## src/dirq_params.svh

```systemverilog
// Register indices, field positions, reset values and timing counts of the interrupt status block.
`ifndef DIRQ_PARAMS_SVH
`define DIRQ_PARAMS_SVH

// ****************************************************************
// Register indices (byte address is four times the index)
// ****************************************************************
`define DIRQ_IDX_STATUS0 10'h023
`define DIRQ_IDX_STATUS1 10'h024
`define DIRQ_IDX_STATUS2 10'h025
`define DIRQ_IDX_MODE0 10'h01f
`define DIRQ_IDX_MODE1 10'h020
`define DIRQ_IDX_MODE2 10'h021
`define DIRQ_IDX_MASK0 10'h040
`define DIRQ_IDX_MASK1 10'h041
`define DIRQ_IDX_MASK2 10'h042
`define DIRQ_IDX_LINK_CTRL 10'h300
`define DIRQ_IDX_LANE_FULL 10'h30c
`define DIRQ_IDX_LANE_EMPTY 10'h30d

// ****************************************************************
// Bit positions inside the status, mode, mask and link control bytes
// ****************************************************************
`define DIRQ_B_PLL_LOCK 2
`define DIRQ_B_FIFO_ERR 1
`define DIRQ_B_DAC1_PATTERN_CHECK_FAIL 2
`define DIRQ_B_DAC0_PATTERN_CHECK_FAIL 0
`define DIRQ_B_PDP 7
`define DIRQ_B_BLANK 5
`define DIRQ_B_ALIGN_LOCK 3
`define DIRQ_B_ALIGN_ROT 2
`define DIRQ_B_LINK_EN 0

// ****************************************************************
// Implemented-bit masks per byte; all other bits read as zero
// ****************************************************************
`define DIRQ_IMPL0 8'h06
`define DIRQ_IMPL1 8'h05
`define DIRQ_IMPL2 8'hac

// ****************************************************************
// Reset values
// ****************************************************************
`define DIRQ_RST_MODE 8'h00
`define DIRQ_RST_MASK 8'hff
`define DIRQ_RST_LINK 1'b0
`define DIRQ_RST_FLAG 1'b0

// ****************************************************************
// Timing: the slave answers one cycle after the setup cycle
// ****************************************************************
`define DIRQ_APB_WAIT 1

`endif

```

## src/dirq_pkg.sv

```systemverilog
// Types shared by the interrupt status block.
package dirq_pkg;

  // One-hot states of the register bus slave.
  typedef enum logic [1:0] {
    DIRQ_ST_IDLE = 2'b01,
    DIRQ_ST_ACK = 2'b10
  } dirq_apb_e;

  // One byte of a status, mode or mask register.
  typedef logic [7:0] dirq_byte_t;

  // One APB data word.
  typedef logic [31:0] dirq_word_t;

endpackage

```

## src/dirq_flag_bank.sv

```systemverilog
// Bank of synchronised status flags, each live or latched on a rising edge.
`include "dirq_params.svh"
module dirq_flag_bank #(
  parameter int N = 8
) (
  input wire logic clk,
  input wire logic nrst,
  input wire logic [N-1:0] raw,
  input wire logic [N-1:0] latch_mode,
  input wire logic [N-1:0] clr,
  output logic [N-1:0] flag
);

  // ****************************************************************
  // Per-bit synchroniser, filter and flag
  // ****************************************************************
  genvar i;
  generate
    for (i = 0; i < N; i++) begin : g_bit
      logic s1_r;
      logic s2_r;
      logic s3_r;
      logic val_r;
      logic val_nxt;
      logic rise;

      // Three stages; the first is read only by the second.
      always_ff @(posedge clk) begin
        if (!nrst) begin
          s1_r <= 1'b0;
          s2_r <= 1'b0;
          s3_r <= 1'b0;
        end else begin
          s1_r <= raw[i];
          s2_r <= s1_r;
          s3_r <= s2_r;
        end
      end

      // A change is accepted only once the second and third stages agree.
      assign val_nxt = (s2_r == s3_r) ? s3_r : val_r;
      assign rise = val_nxt & ~val_r;

      // Filtered live level.
      always_ff @(posedge clk) begin
        if (!nrst) begin
          val_r <= 1'b0;
        end else begin
          val_r <= val_nxt;
        end
      end

      // Live mode follows the level; latch mode sets on a rising edge, and the set wins over a clear.
      always_ff @(posedge clk) begin
        if (!nrst) begin
          flag[i] <= `DIRQ_RST_FLAG;
        end else if (!latch_mode[i]) begin
          flag[i] <= val_nxt;
        end else if (rise) begin
          flag[i] <= 1'b1;
        end else if (clr[i]) begin
          flag[i] <= 1'b0;
        end
      end
    end
  endgenerate

endmodule

```

## src/dirq_top.sv

```systemverilog
// Interrupt status latches of the dual converter with an APB register slave.
//
// Summary of operation
// - SERDES PLL lock flag: live, or latched interrupt.
// - Writing one clears latched flag; zero keeps.
// - Lane error on any lane FIFO full/empty.
// - Lane error persists until link disable, re-enable.
// - Per-lane full and empty in two registers.
// - DAC1 pattern failure in second register, bit 2.
// - DAC0 pattern failure in second register, bit 0.
// - DAC0 power threshold error in third, bit 7.
// - DAC0 blanking complete in third, bit 5.
// - DAC0 frame alignment locked in third, bit 3.
// - DAC0 frame alignment rotated in third, bit 2.
// - Mode bit one latches; zero shows live status.
`include "dirq_params.svh"

module dirq_top #(
  parameter int LANES = 8
) (
  input wire logic clk,
  input wire logic nrst,
  input wire logic psel,
  input wire logic penable,
  input wire logic pwrite,
  input wire logic [11:0] paddr,
  input wire logic [3:0] pstrb,
  input wire dirq_pkg::dirq_word_t pwdata,
  output dirq_pkg::dirq_word_t prdata,
  output logic pready,
  output logic pslverr,
  input wire logic serdes_pll_lock_live,
  input wire logic dac0_pattern_check_fail,
  input wire logic dac1_pattern_check_fail,
  input wire logic dac0_power_threshold_error,
  input wire logic dac0_blanking_complete,
  input wire logic dac0_frame_align_locked,
  input wire logic dac0_frame_align_rotated,
  input wire logic [LANES-1:0] lane_fifo_full,
  input wire logic [LANES-1:0] lane_fifo_empty,
  output logic link_enable,
  output logic irq_n
);
  import dirq_pkg::*;

  // ****************************************************************
  // Declarations and the order of flags inside the internal eight-flag vectors
  // ****************************************************************
  localparam int F_PLL = 0, F_FIFO = 1, F_DAC0_PATTERN_CHECK_FAIL = 2, F_DAC1_PATTERN_CHECK_FAIL = 3, F_PDP = 4, F_BLANK = 5, F_LOCK = 6, F_ROT = 7;
  dirq_apb_e state_r;
  dirq_byte_t mode0_r, mode1_r, mode2_r;
  dirq_byte_t mask0_r, mask1_r, mask2_r;
  logic link_en_r, fifo_err_r;
  logic [7:0] raw_vec, mode_vec, mask_vec, clr_vec, flag_vec, pend_vec;
  logic [2*LANES-1:0] lane_raw, lane_live;
  logic [LANES-1:0] lane_full_live, lane_empty_live;
  logic [9:0] idx;
  logic hit, wr_en;
  dirq_word_t rd_data;
  dirq_byte_t st0, st1, st2, wbyte;
  logic serdes_pll_locked_flag, serdes_pll_locked_latch_mode, lane_buffer_error_flag;

  // ****************************************************************
  // Register bus decode
  // ****************************************************************
  // Word index of the access; the two low address bits must be zero.
  assign idx = paddr[11:2];
  assign wbyte = pwdata[7:0];

  // Address hit on any implemented register.
  always_comb begin
    hit = 1'b0;
    if (paddr[1:0] == 2'h0) begin
      case (idx)
        `DIRQ_IDX_STATUS0, `DIRQ_IDX_STATUS1, `DIRQ_IDX_STATUS2: hit = 1'b1;
        `DIRQ_IDX_MODE0, `DIRQ_IDX_MODE1, `DIRQ_IDX_MODE2: hit = 1'b1;
        `DIRQ_IDX_MASK0, `DIRQ_IDX_MASK1, `DIRQ_IDX_MASK2: hit = 1'b1;
        `DIRQ_IDX_LINK_CTRL, `DIRQ_IDX_LANE_FULL, `DIRQ_IDX_LANE_EMPTY: hit = 1'b1;
        default: hit = 1'b0;
      endcase
    end
  end

  // A write takes effect at the edge that completes the access phase.
  assign wr_en = (state_r == DIRQ_ST_ACK) & psel & penable & pwrite & hit & pstrb[0];

  // ****************************************************************
  // Bus slave state machine and answer
  // ****************************************************************
  // Setup cycle is answered with pready in the next cycle; unmapped addresses get pslverr.
  always_ff @(posedge clk) begin
    if (!nrst) begin
      state_r <= DIRQ_ST_IDLE;
      pready <= 1'b0;
      pslverr <= 1'b0;
      prdata <= 32'h0;
    end else begin
      // The answer stands one cycle; it drops in every state unless a setup cycle in the idle state raises it.
      state_r <= DIRQ_ST_IDLE;
      pready <= 1'b0;
      pslverr <= 1'b0;
      prdata <= 32'h0;
      case (state_r)
        DIRQ_ST_IDLE: begin
          if (psel && !penable) begin
            state_r <= DIRQ_ST_ACK;
            pready <= 1'b1;
            pslverr <= ~hit;
            prdata <= (pwrite || !hit) ? 32'h0 : rd_data;
          end
        end
        DIRQ_ST_ACK: state_r <= DIRQ_ST_IDLE;
        default: state_r <= DIRQ_ST_IDLE;
      endcase
    end
  end

  // ****************************************************************
  // Status byte packing
  // ****************************************************************

  // First status byte: PLL lock and lane error.
  always_comb begin
    st0 = 8'h0;
    st0[`DIRQ_B_PLL_LOCK] = serdes_pll_locked_flag;
    st0[`DIRQ_B_FIFO_ERR] = lane_buffer_error_flag;
  end

  // Second status byte: pattern checks, reserved bits stay zero.
  always_comb begin
    st1 = 8'h0;
    st1[`DIRQ_B_DAC1_PATTERN_CHECK_FAIL] = flag_vec[F_DAC1_PATTERN_CHECK_FAIL];
    st1[`DIRQ_B_DAC0_PATTERN_CHECK_FAIL] = flag_vec[F_DAC0_PATTERN_CHECK_FAIL];
  end

  // Third status byte: DAC0 events, reserved bits stay zero.
  always_comb begin
    st2 = 8'h0;
    st2[`DIRQ_B_PDP] = flag_vec[F_PDP];
    st2[`DIRQ_B_BLANK] = flag_vec[F_BLANK];
    st2[`DIRQ_B_ALIGN_LOCK] = flag_vec[F_LOCK];
    st2[`DIRQ_B_ALIGN_ROT] = flag_vec[F_ROT];
  end

  // ****************************************************************
  // Read multiplexer
  // ****************************************************************
  // Narrow registers sit in the low bits; upper bits read as zero.
  always_comb begin
    rd_data = 32'h0;
    case (idx)
      `DIRQ_IDX_STATUS0: rd_data = {24'h0, st0};
      `DIRQ_IDX_STATUS1: rd_data = {24'h0, st1};
      `DIRQ_IDX_STATUS2: rd_data = {24'h0, st2};
      `DIRQ_IDX_MODE0: rd_data = {24'h0, mode0_r};
      `DIRQ_IDX_MODE1: rd_data = {24'h0, mode1_r};
      `DIRQ_IDX_MODE2: rd_data = {24'h0, mode2_r};
      `DIRQ_IDX_MASK0: rd_data = {24'h0, mask0_r};
      `DIRQ_IDX_MASK1: rd_data = {24'h0, mask1_r};
      `DIRQ_IDX_MASK2: rd_data = {24'h0, mask2_r};
      `DIRQ_IDX_LINK_CTRL: rd_data = {31'h0, link_en_r};
      `DIRQ_IDX_LANE_FULL: rd_data = {{(32-LANES){1'b0}}, lane_full_live};
      `DIRQ_IDX_LANE_EMPTY: rd_data = {{(32-LANES){1'b0}}, lane_empty_live};
      default: rd_data = 32'h0;
    endcase
  end

  // ****************************************************************
  // Mode and mask registers
  // ****************************************************************

  // Mode bytes; only implemented bits are writable.
  always_ff @(posedge clk) begin
    if (!nrst) begin
      mode0_r <= `DIRQ_RST_MODE;
      mode1_r <= `DIRQ_RST_MODE;
      mode2_r <= `DIRQ_RST_MODE;
    end else if (wr_en) begin
      if (idx == `DIRQ_IDX_MODE0) begin
        mode0_r <= wbyte & `DIRQ_IMPL0;
      end
      if (idx == `DIRQ_IDX_MODE1) begin
        mode1_r <= wbyte & `DIRQ_IMPL1;
      end
      if (idx == `DIRQ_IDX_MODE2) begin
        mode2_r <= wbyte & `DIRQ_IMPL2;
      end
    end
  end

  // Mask bytes; a one lets the latched flag reach the interrupt line.
  always_ff @(posedge clk) begin
    if (!nrst) begin
      mask0_r <= `DIRQ_RST_MASK & `DIRQ_IMPL0;
      mask1_r <= `DIRQ_RST_MASK & `DIRQ_IMPL1;
      mask2_r <= `DIRQ_RST_MASK & `DIRQ_IMPL2;
    end else if (wr_en) begin
      if (idx == `DIRQ_IDX_MASK0) begin
        mask0_r <= wbyte & `DIRQ_IMPL0;
      end
      if (idx == `DIRQ_IDX_MASK1) begin
        mask1_r <= wbyte & `DIRQ_IMPL1;
      end
      if (idx == `DIRQ_IDX_MASK2) begin
        mask2_r <= wbyte & `DIRQ_IMPL2;
      end
    end
  end

  // Unpack mode and mask bytes into flag order.
  always_comb begin
    mode_vec = {mode2_r[`DIRQ_B_ALIGN_ROT], mode2_r[`DIRQ_B_ALIGN_LOCK], mode2_r[`DIRQ_B_BLANK],
                mode2_r[`DIRQ_B_PDP], mode1_r[`DIRQ_B_DAC1_PATTERN_CHECK_FAIL], mode1_r[`DIRQ_B_DAC0_PATTERN_CHECK_FAIL],
                mode0_r[`DIRQ_B_FIFO_ERR], mode0_r[`DIRQ_B_PLL_LOCK]};
    mask_vec = {mask2_r[`DIRQ_B_ALIGN_ROT], mask2_r[`DIRQ_B_ALIGN_LOCK], mask2_r[`DIRQ_B_BLANK],
                mask2_r[`DIRQ_B_PDP], mask1_r[`DIRQ_B_DAC1_PATTERN_CHECK_FAIL], mask1_r[`DIRQ_B_DAC0_PATTERN_CHECK_FAIL],
                mask0_r[`DIRQ_B_FIFO_ERR], mask0_r[`DIRQ_B_PLL_LOCK]};
  end

  // ****************************************************************
  // Write-one-to-clear pulses
  // ****************************************************************

  // A one in a status write clears that flag in latch mode; zeros leave flags alone.
  always_comb begin
    clr_vec = 8'h0;
    if (wr_en) begin
      case (idx)
        `DIRQ_IDX_STATUS0: begin
          clr_vec[F_PLL] = wbyte[`DIRQ_B_PLL_LOCK];
          clr_vec[F_FIFO] = wbyte[`DIRQ_B_FIFO_ERR];
        end
        `DIRQ_IDX_STATUS1: begin
          clr_vec[F_DAC1_PATTERN_CHECK_FAIL] = wbyte[`DIRQ_B_DAC1_PATTERN_CHECK_FAIL];
          clr_vec[F_DAC0_PATTERN_CHECK_FAIL] = wbyte[`DIRQ_B_DAC0_PATTERN_CHECK_FAIL];
        end
        `DIRQ_IDX_STATUS2: begin
          clr_vec[F_PDP] = wbyte[`DIRQ_B_PDP];
          clr_vec[F_BLANK] = wbyte[`DIRQ_B_BLANK];
          clr_vec[F_LOCK] = wbyte[`DIRQ_B_ALIGN_LOCK];
          clr_vec[F_ROT] = wbyte[`DIRQ_B_ALIGN_ROT];
        end
        default: clr_vec = 8'h0;
      endcase
    end
  end

  // ****************************************************************
  // Link control and lane error condition
  // ****************************************************************

  // Software link enable, driven out to the lane receiver.
  always_ff @(posedge clk) begin
    if (!nrst) begin
      link_en_r <= `DIRQ_RST_LINK;
    end else if (wr_en && idx == `DIRQ_IDX_LINK_CTRL) begin
      link_en_r <= wbyte[`DIRQ_B_LINK_EN];
    end
  end

  // Lane error holds from the first full or empty until the link is disabled.
  always_ff @(posedge clk) begin
    if (!nrst) begin
      fifo_err_r <= 1'b0;
    end else if (!link_en_r) begin
      fifo_err_r <= 1'b0;
    end else if ((|lane_full_live) || (|lane_empty_live)) begin
      fifo_err_r <= 1'b1;
    end
  end

  // ****************************************************************
  // Flag banks
  // ****************************************************************

  // Lane indications are synchronised and always shown live.
  assign lane_raw = {lane_fifo_empty, lane_fifo_full};
  assign lane_full_live = lane_live[LANES-1:0];
  assign lane_empty_live = lane_live[2*LANES-1:LANES];

  dirq_flag_bank #(
    .N(2*LANES)
  ) u_lane_bank (
    .clk(clk),
    .nrst(nrst),
    .raw(lane_raw),
    .latch_mode({(2*LANES){1'b0}}),
    .clr({(2*LANES){1'b0}}),
    .flag(lane_live)
  );

  // Event sources in flag order.
  assign raw_vec = {dac0_frame_align_rotated, dac0_frame_align_locked, dac0_blanking_complete,
                    dac0_power_threshold_error, dac1_pattern_check_fail, dac0_pattern_check_fail,
                    fifo_err_r, serdes_pll_lock_live};

  dirq_flag_bank #(
    .N(8)
  ) u_flag_bank (
    .clk(clk),
    .nrst(nrst),
    .raw(raw_vec),
    .latch_mode(mode_vec),
    .clr(clr_vec),
    .flag(flag_vec)
  );

  // Named views of the PLL and lane flags.
  assign serdes_pll_locked_flag = flag_vec[F_PLL];
  assign serdes_pll_locked_latch_mode = mode_vec[F_PLL];
  assign lane_buffer_error_flag = flag_vec[F_FIFO];

  // ****************************************************************
  // Interrupt output
  // ****************************************************************
  // Only flags in latch mode are pending; live flags never pull the line.
  assign pend_vec = flag_vec & mode_vec & mask_vec;

  // Line is low while any pending flag is set.
  always_ff @(posedge clk) begin
    if (!nrst) begin
      irq_n <= 1'b1;
    end else begin
      irq_n <= ~((|pend_vec) |
                 (serdes_pll_locked_flag & serdes_pll_locked_latch_mode & mask_vec[F_PLL]));
    end
  end

  // Link enable output from its register.
  always_ff @(posedge clk) begin
    if (!nrst) begin
      link_enable <= `DIRQ_RST_LINK;
    end else begin
      link_enable <= link_en_r;
    end
  end

endmodule

```

## config.mk

```make
export PLATFORM = sky130hd
export DESIGN_NAME = dirq_top
export DESIGN_NICKNAME = d
export VERILOG_FILES = /design/src/dirq_pkg.sv /design/src/dirq_flag_bank.sv /design/src/dirq_top.sv
export VERILOG_INCLUDE_DIRS = /design/src
export SDC_FILE = /design/constraint.sdc
export NUM_CORES = 1
export LEC_CHECK = 0
export ABC_AREA = 1
export BUFFER_PORTS_ARGS = -buffer_cell sky130_fd_sc_hd__buf_2
export CORE_ASPECT_RATIO = 1.25
export CORE_MARGIN = 4
export CORE_UTILIZATION = 54
export DETAILED_ROUTE_END_ITERATION = 6
export PLACE_DENSITY = 0.88
export SLEW_MARGIN = 20
export SYNTH_ARGS = -nofsm -noshare
export SYNTH_HDL_FRONTEND = slang
export SYNTH_SLANG_ARGS = --single-unit
```

## constraint.sdc

```tcl
create_clock -name clk -period 1.9 [get_ports clk]
set_input_delay 0.095 -clock clk [delete_from_list [all_inputs] [get_ports clk]]
set_output_delay 0.095 -clock clk [all_outputs]
set_load 0.005 [all_outputs]
```

==> results of run 1 <==
-- layout by cell type (no fill, tap or decap), types with 3 or more instances in the layout --
master         count
nand2_1          154
inv_1            135
dfxtp_1          135
nor2_1            71
buf_2             58
nand3_1           32
dlygate4sd3_1     30
o21ai_0           24
conb_1            24
a21oi_1           23
clkbuf_16         17
o21ai_1            9
o21bai_1           8
nand4_1            7
nor4_1             6
maj3_1             5
o2111ai_1          5
clkinv_4           5
inv_6              5
buf_4              5
nor2_2             4
o21a_1             4
nor2_4             3
nand2_2            3
a21o_1             3
clkinvlp_4         3
-- how the worst min path moves through the flow --
| stage | startpoint | endpoint | slack, ns | depth (start not counted) |
|---|---|---|---|---|
| global route | psel | state_r[0] | 0.04 | 4 |
| finish | psel | state_r[0] | 0.01 | 4 |
| floorplan | serdes_pll_lock_live | u_flag_bank.g_bit[0].s1_r | 0.19 | 2 |
| global placement | lane_fifo_empty[3] | u_lane_bank.g_bit[11].s1_r | 0.28 | 3 |
| CTS | psel | state_r[0] | 0.0008 | 4 |
| detailed placement | lane_fifo_empty[7] | u_lane_bank.g_bit[15].s1_r | 0.28 | 3 |
-- cells by family after synthesis --
group,after synthesis
flip-flops,135
adder cells (fa/ha/maj),5
buffers and inverters,173
AND/OR/NAND/NOR,289
AO/OA/AOI/OAI,88
other,1
-- report_power, final --
part	leakage [nW]	internal, mW	switching (mW)	total [mW]
Sequential	1.10	2.90	0.0257	2.92
Combinational	1.97	0.126	0.156	0.283
Clock	0.268	1.83	1.27	3.10
Total	3.34	4.85	1.46	6.30
-- per-layer routing --
layer	wire [µm]	part of all wire
met2	5600	0.50
met4	557	0.049
met3	856	0.076
met5	0	0
met1	4290	0.38
-- synthesized netlist by cell type, types with 2 or more instances --
| library cell | n |
|---|---|
| nor3_1 | 2 |
| maj3_1 | 5 |
| buf_4 | 24 |
| inv_1 | 135 |
| a211oi_1 | 2 |
| nand4_2 | 2 |
| nor2_4 | 3 |
| nand2_2 | 3 |
| clkbuf_1 | 12 |
| o21ai_0 | 24 |
| o2111ai_1 | 5 |
| nand2_1 | 154 |
| a21oi_1 | 23 |
| nor4_1 | 6 |
| a31oi_1 | 2 |
| nand3_2 | 2 |
| o211ai_1 | 2 |
| o21a_1 | 4 |
| nor2_1 | 71 |
| dfxtp_1 | 135 |
| o2bb2ai_1 | 2 |
| nor2_2 | 4 |
| nand4_1 | 7 |
| o21ai_1 | 9 |
| nand3_4 | 2 |
| a21o_1 | 3 |
| o22ai_1 | 2 |
| o21bai_1 | 8 |
| nand3_1 | 32 |
-- registers in the layout, summed over array words and instances (netlist names) --
signal and flops:
state_r 1, u_lane_bank.g_bit.s3_r 16, u_lane_bank.g_bit.s1_r 16, mask2_r 4
pslverr 1, prdata 8, irq_n 1, u_flag_bank.flag 8
mode0_r 2, u_flag_bank.g_bit.val_r 8, fifo_err_r 1, mode2_r 4
mode1_r 2, mask1_r 2, u_lane_bank.g_bit.s2_r 16, u_flag_bank.g_bit.s2_r 8
u_flag_bank.g_bit.s1_r 8, link_enable 1, link_en_r 1, u_lane_bank.g_bit.val_r 16
u_flag_bank.g_bit.s3_r 8, mask0_r 2, pready 1
-- critical path, delay by kind of cell (launching register included) --
family / cells / cell delay, ns
flip-flops: 1 / 0.34
AND/OR/NAND/NOR: 7 / 0.77
buffers and inverters: 1 / 0.17
-- metrics by stage --
stage	instance area [µm²]	worst slack, ns	power [mW]	util	hold slack, ns
2_1_floorplan	5380	0.528	3.15	-	0.193
3_3_place_gp	5650	0.201	3.21	0.588	0.275
3_5_place_dp	5650	0.155	3.21	0.588	0.279
4_1_cts	6520	0.502	6.34	0.678	0.000847
5_1_grt	6520	0.345	6.54	0.678	0.0409
6_report	6520	0.507	6.30	0.678	0.0108
-- area by class of cell --
| class | count | area, µm² |
|---|---|---|
| fill | 778 | 3090 |
| sequential | 135 | 2700 |
| multi-input combinational | 406 | 1930 |
| timing repair buffer | 94 | 648 |
| inverter | 135 | 507 |
| clock buffer | 18 | 429 |
| tap | 126 | 158 |
| clock inverter | 14 | 140 |
-- timing repair --
item / CTS / global route
resized for setup: 0 / 0
hold buffers: 30 / 0
endpoints found under the hold margin: 37 / 0
==> metrics.md, run 1 <==
| Metric | Value |
|---|---|
| Status | `complete, no violations` |
| Core Region | `9610 µm²` |
| Non-Filler Instances | `928` |
| Via count of the first global-routing pass | `4335` |
| Yosys reg bits | `135` |
| Die ar. | `between 10000 and 15000 µm²` |
| Initial antenna violation count | `0` |
| Most used DFF post-synth | `dfxtp_1` |
| Post-CTS setup buffers | `0` |
| Setup violators final | `0` |
| Worst path cell trace | `nand4_1 > nor2_1 > buf_4 > nand3_4 > nor2_1 > nand2_1 > nand2_1 > nand2_1` |
| CTS Buf Count | `17` |
| N_diodes | `0` |
| Largest net degree at the start of global routing | `108` |
| CTS Sinks | `roughly 140` |
| Post-synthesis compound-gate area fraction | `0.0997` |
| Tcrit/Tclk final | `0.733` |
| Die X | `96.6 µm` |
| Yosys Warn Count | `0` |
| Yosys top cell area share | `0.510` |
| Die Y | `119 µm` |
| Pwr Density | `~970 nW/µm²` |
| Slowest library cell on the worst path | `dfxtp_1` |
| VDD IR-drop max | `roughly 0.00074 V` |
| IO Port Bufs | `58` |
| M2 GR Usage | `0.350` |
| M3 GR Usage | `0.0719` |
| Busiest metal layer after global routing | `met2` |
| Fin. Hold Viols | `0` |
| Routed Wire Length | `11300 µm` |
| H-tree lvl count | `4` |
| Clk slew on worst S/H paths | `roughly 0.060 ns` |
| Clock latency on the worst-skew pair | `0.41 ns` |
| Count of cell types in the netlist | `35` |
| Largest family of logic cells by synthesized area | `simple AND/OR/NAND/NOR gates` |
| Crit path DAT | `1.70 ns` |
| Met1 usage in global routing | `0.224` |
| Grt ovf | `0` |
| Unrepaired setup endpoints after global routing | `no` |
| Post-DRT Antenna Nets | `0` |
| FF-to-FF Start | `pready` |
| RePlAce Congestion | `0.899` |
| CP startpoint kind | `register` |
| CTS tree | `yes` |
| Slowest stage delay, CP | `0.34 ns` |
| Fin. max-slew vios | `0` |
| P_leak | `roughly 3.3 nW` |
| WP data required | `2.21 ns` |
| Post-synth ARST share | `0` |
| Critical Path End | `u_flag_bank.flag[0]` |
| Reg2reg path depth | `8` |
| Sequential fraction of the synthesis area | `0.510` |
| Iter 0 DRT Violations | `325` |
| First-pass GRT wire length | `18700 µm` |
| Worst Path Class, Setup | `register to register` |
| CP startpoint | `pready` |
| Pre-antenna DRT Iters | `5` |
| Final clock skew | `about 0.0043 ns` |
| Post-DP HPWL | `7400 µm` |
| Layout area overhead | `23.0%` |
| Via count | `4536` |
| Synth Area in Simple Gates | `0.239` |
| Vias per cell | `roughly 4.9` |
| Post-synthesis mux area share | `0` |
| Cell count after synthesis | `691` |
| Adder-Cell Fraction of Synth Area | `0.00945` |
| Final min period | `1.39 ns` |
| Longest Clk Path Bufs | `2` |
| Max cap viols | `0` |
| Yosys top cell by area | `dfxtp_1` |
| DR WL/cell | `12.2 µm` |
| Post-synth EDFFs | `0` |
| Remaining DRCs | `0` |
| R2r setup slk | `just over 0.5 ns` |
| Fin Setup TNS | `0 ns` |
| CP Max Fanout | `13` |
| Post-Synth XOR/XNOR Area | `0` |
| IO Count | `112` |
| Mapped cell area | `between 5000 and 6000 µm²` |
| Critical R2R Capture | `u_flag_bank.flag[0]` |
| Initial Util | `0.551` |
| Fraction of layout cells with a size suffix above 1 | `0.140` |
| Most frequent CP cell | `nand2_1` |
| Root buf cell | `clkbuf_16` |
| Row Count | `40` |
| Nets | `865` |
| Endpoint class of the critical path | `register` |
| Hold Crit Class | `primary input to register` |
| Synth area leaders | `dfxtp_1, nand2_1, inv_1` |
| Syn avg cell area | `7.66 µm²` |
| Total GRT Usage | `0.210` |
| Fmax | `718 MHz` |
| Placed Cells | `866` |
Note: power is estimated with default switching activity, not from simulation.
==> run 2, diff against run 1 <==
Settings changed: CORE_UTILIZATION 54 to 49, PLACE_DENSITY 0.88 to 0.85.
Clock period 1.9 ns to 1.19 ns, I/O delays scaled along.
==> metrics.md, run 2 (same netlist as run 1, synthesis figures left out) <==
| Metric | Value |
|---|---|
| Status | `complete, but fails checks` |
| Failing checks | `negative setup slack` |
| Pwr Density | `1510 nW/µm²` |
| Die Y | `124 µm` |
| CTS Buf Count | `17` |
| Pre-antenna DRT Iters | `5` |
| WP data required | `1.49 ns` |
| Non-Filler Instances | `975` |
| Die ar. | `12500 µm²` |
| Row Count | `42` |
| RePlAce Congestion | `0.899` |
| Iter 0 DRT Violations | `289` |
| Clk pwr share | `0.518` |
| Fraction of layout cells with a size suffix above 1 | `0.212` |
| Hold Crit Class | `primary input to register` |
| First-pass GRT wire length | `roughly 21000 µm` |
| Total GRT Usage | `0.206` |
| Setup violators final | `33` |
| Finished Cell Area | `7100 µm²` |
| Remaining DRCs | `0` |
| Largest net degree at the start of global routing | `108` |
| Clock latency on the worst-skew pair | `0.42 ns` |
| Nets | `906` |
| CP Max Fanout | `4` |
| Tcrit/Tclk final | `1.18` |
| Fmax | `713 MHz` |
| Root buf cell | `clkbuf_16` |
| Final worst slack | `-0.213 ns` |
| Endpoint class of the critical path | `register` |
| Layout area overhead | `34.1%` |
| Hold Path Depth | `5` |
| IO Count | `about 110` |
| Longest Clk Path Bufs | `2` |
| Final clock skew | `0.0172 ns` |
| Fin. max-slew vios | `0` |
| Comb power frac | `0.047` |
| Reg2reg path depth | `6` |
| Initial Util | `0.501` |
| Initial antenna violation count | `0` |
| Core Region | `10600 µm²` |
| CP startpoint kind | `register` |
| Via count of the first global-routing pass | `4685` |
| Die X | `101 µm` |
| Post-DRT Antenna Nets | `0` |
| Via count | `4741` |
| DR WL/cell | `12.9 µm` |
| CTS tree | `yes` |
| Routed Wire Length | `12600 µm` |
| Crit path DAT | `1.70 ns` |
| Pint | `8.44 mW` |
| Fill count | `796` |
| H-tree lvl count | `4` |
| Sequential power share | `0.435` |
| P_leak | `3.58 nW` |
| Switching Share | `0.214` |
| Post-DP HPWL | `about 8000 µm` |
| Cell Area, Placed | `5940 µm²` |
| Fin. Hold Viols | `0` |
| Most common cell after layout, fill and taps aside | `nand2_1` |
| Total power | `10.7 mW` |
| Clk slew on worst S/H paths | `around 0.06 ns` |
| Max cap viols | `0` |
| Commonest cells after routing, fill and taps aside | `nand2_1, inv_1, dfxtp_1` |
| Unrepaired setup endpoints after global routing | `yes` |
| Vias per cell | `4.86` |
| Placed Cells | `roughly 910` |
| Final min period | `1.40 ns` |
| Worst Path Class, Setup | `register to register` |
| Net Sw Power | `2.29 mW` |
| CTS Sinks | `135` |
| IO Port Bufs | `58` |
| VDD IR-drop max | `around 0.0014 V` |
| Grt ovf | `0` |
| N_diodes | `0` |
| DP Worst Slack | `-0.357 ns` |
[run 2: changes by cell type in the layout (fill, tap and decap cells not counted), sizes merged]
cell    before  now
clkbuf      18   19
bufinv       1    4
inv        140  137
nand3       36   37
clkinv       5    4
buf         64  104
[run 2: routing by layer]
layer | wire [µm] | global-route usage | vias up
met5 | 0 | 0 | -
met4 | 361 | 0.0915 | 0
met3 | 864 | 0.0589 | 39
met2 | 6520 | 0.366 | 209
met1 | 4820 | 0.222 | 2124
li1 | - | - | 2369
[run 2: layout make-up]
type	instances	area, µm²	share of cell area
Timing Repair Buffer	134	982	0.138
Clock inverter	13	195	0.0275
Clock buffer	19	443	0.0624
Inverter	135	507	0.0714
Multi-Input combinational cell	407	2100	0.296
Sequential cell	135	2710	0.381
Tap cell	132	165	0.0233
[run 2: path summary, 6_finish.rpt]
check | slack [ns] | end | startpoint
max | -0.21 | mode1_r[2] | pready
min | 0.1 | state_r[0] | penable
max reg2reg | -0.21 | mode1_r[2] | pready
min reg2reg | 0.40 | u_flag_bank.g_bit[5].s2_r | u_flag_bank.g_bit[5].s1_r
[run 2: repair_timing]
action / in CTS / in global routing
setup buffers: 5 / 2
hold buffers: 30 / 0
setup endpoints to repair: 33 / 36
hold endpoints to repair: 43 / 0
pin swaps: 10 / 7
gates cloned: 1 / 0
resized for setup: 21 / 22
[run 2: stage by stage]
step	util	hold slack (ns)	setup TNS, ns
2_1_floorplan	-	0.157	-0.753
3_3_place_gp	0.563	0.240	-8.94
3_5_place_dp	0.563	0.242	-9.89
4_1_cts	0.662	0.0634	-3.85
5_1_grt	0.672	0.0962	-6.61
6_report	0.672	0.0955	-3.87
[run 2: worst max-delay path, cell delays in order, from the launching register on]
cell and delay, ns:
dfxtp_2 0.35, nand4_1 0.14, nor2_4 0.18, buf_6 0.12, nand4_1 0.21, o21bai_1 0.22
nor2_1 0.07
[run 2: power by group through the flow]
stage	Sequential, mW	Clock, mW	Combinational [mW]
2_1_floorplan	4.75	0	0.286
3_3_place_gp	4.76	0	0.395
3_5_place_dp	4.76	0	0.401
4_1_cts	4.67	5.63	0.493
5_1_grt	4.68	5.85	0.573
6_report	4.67	5.56	0.507
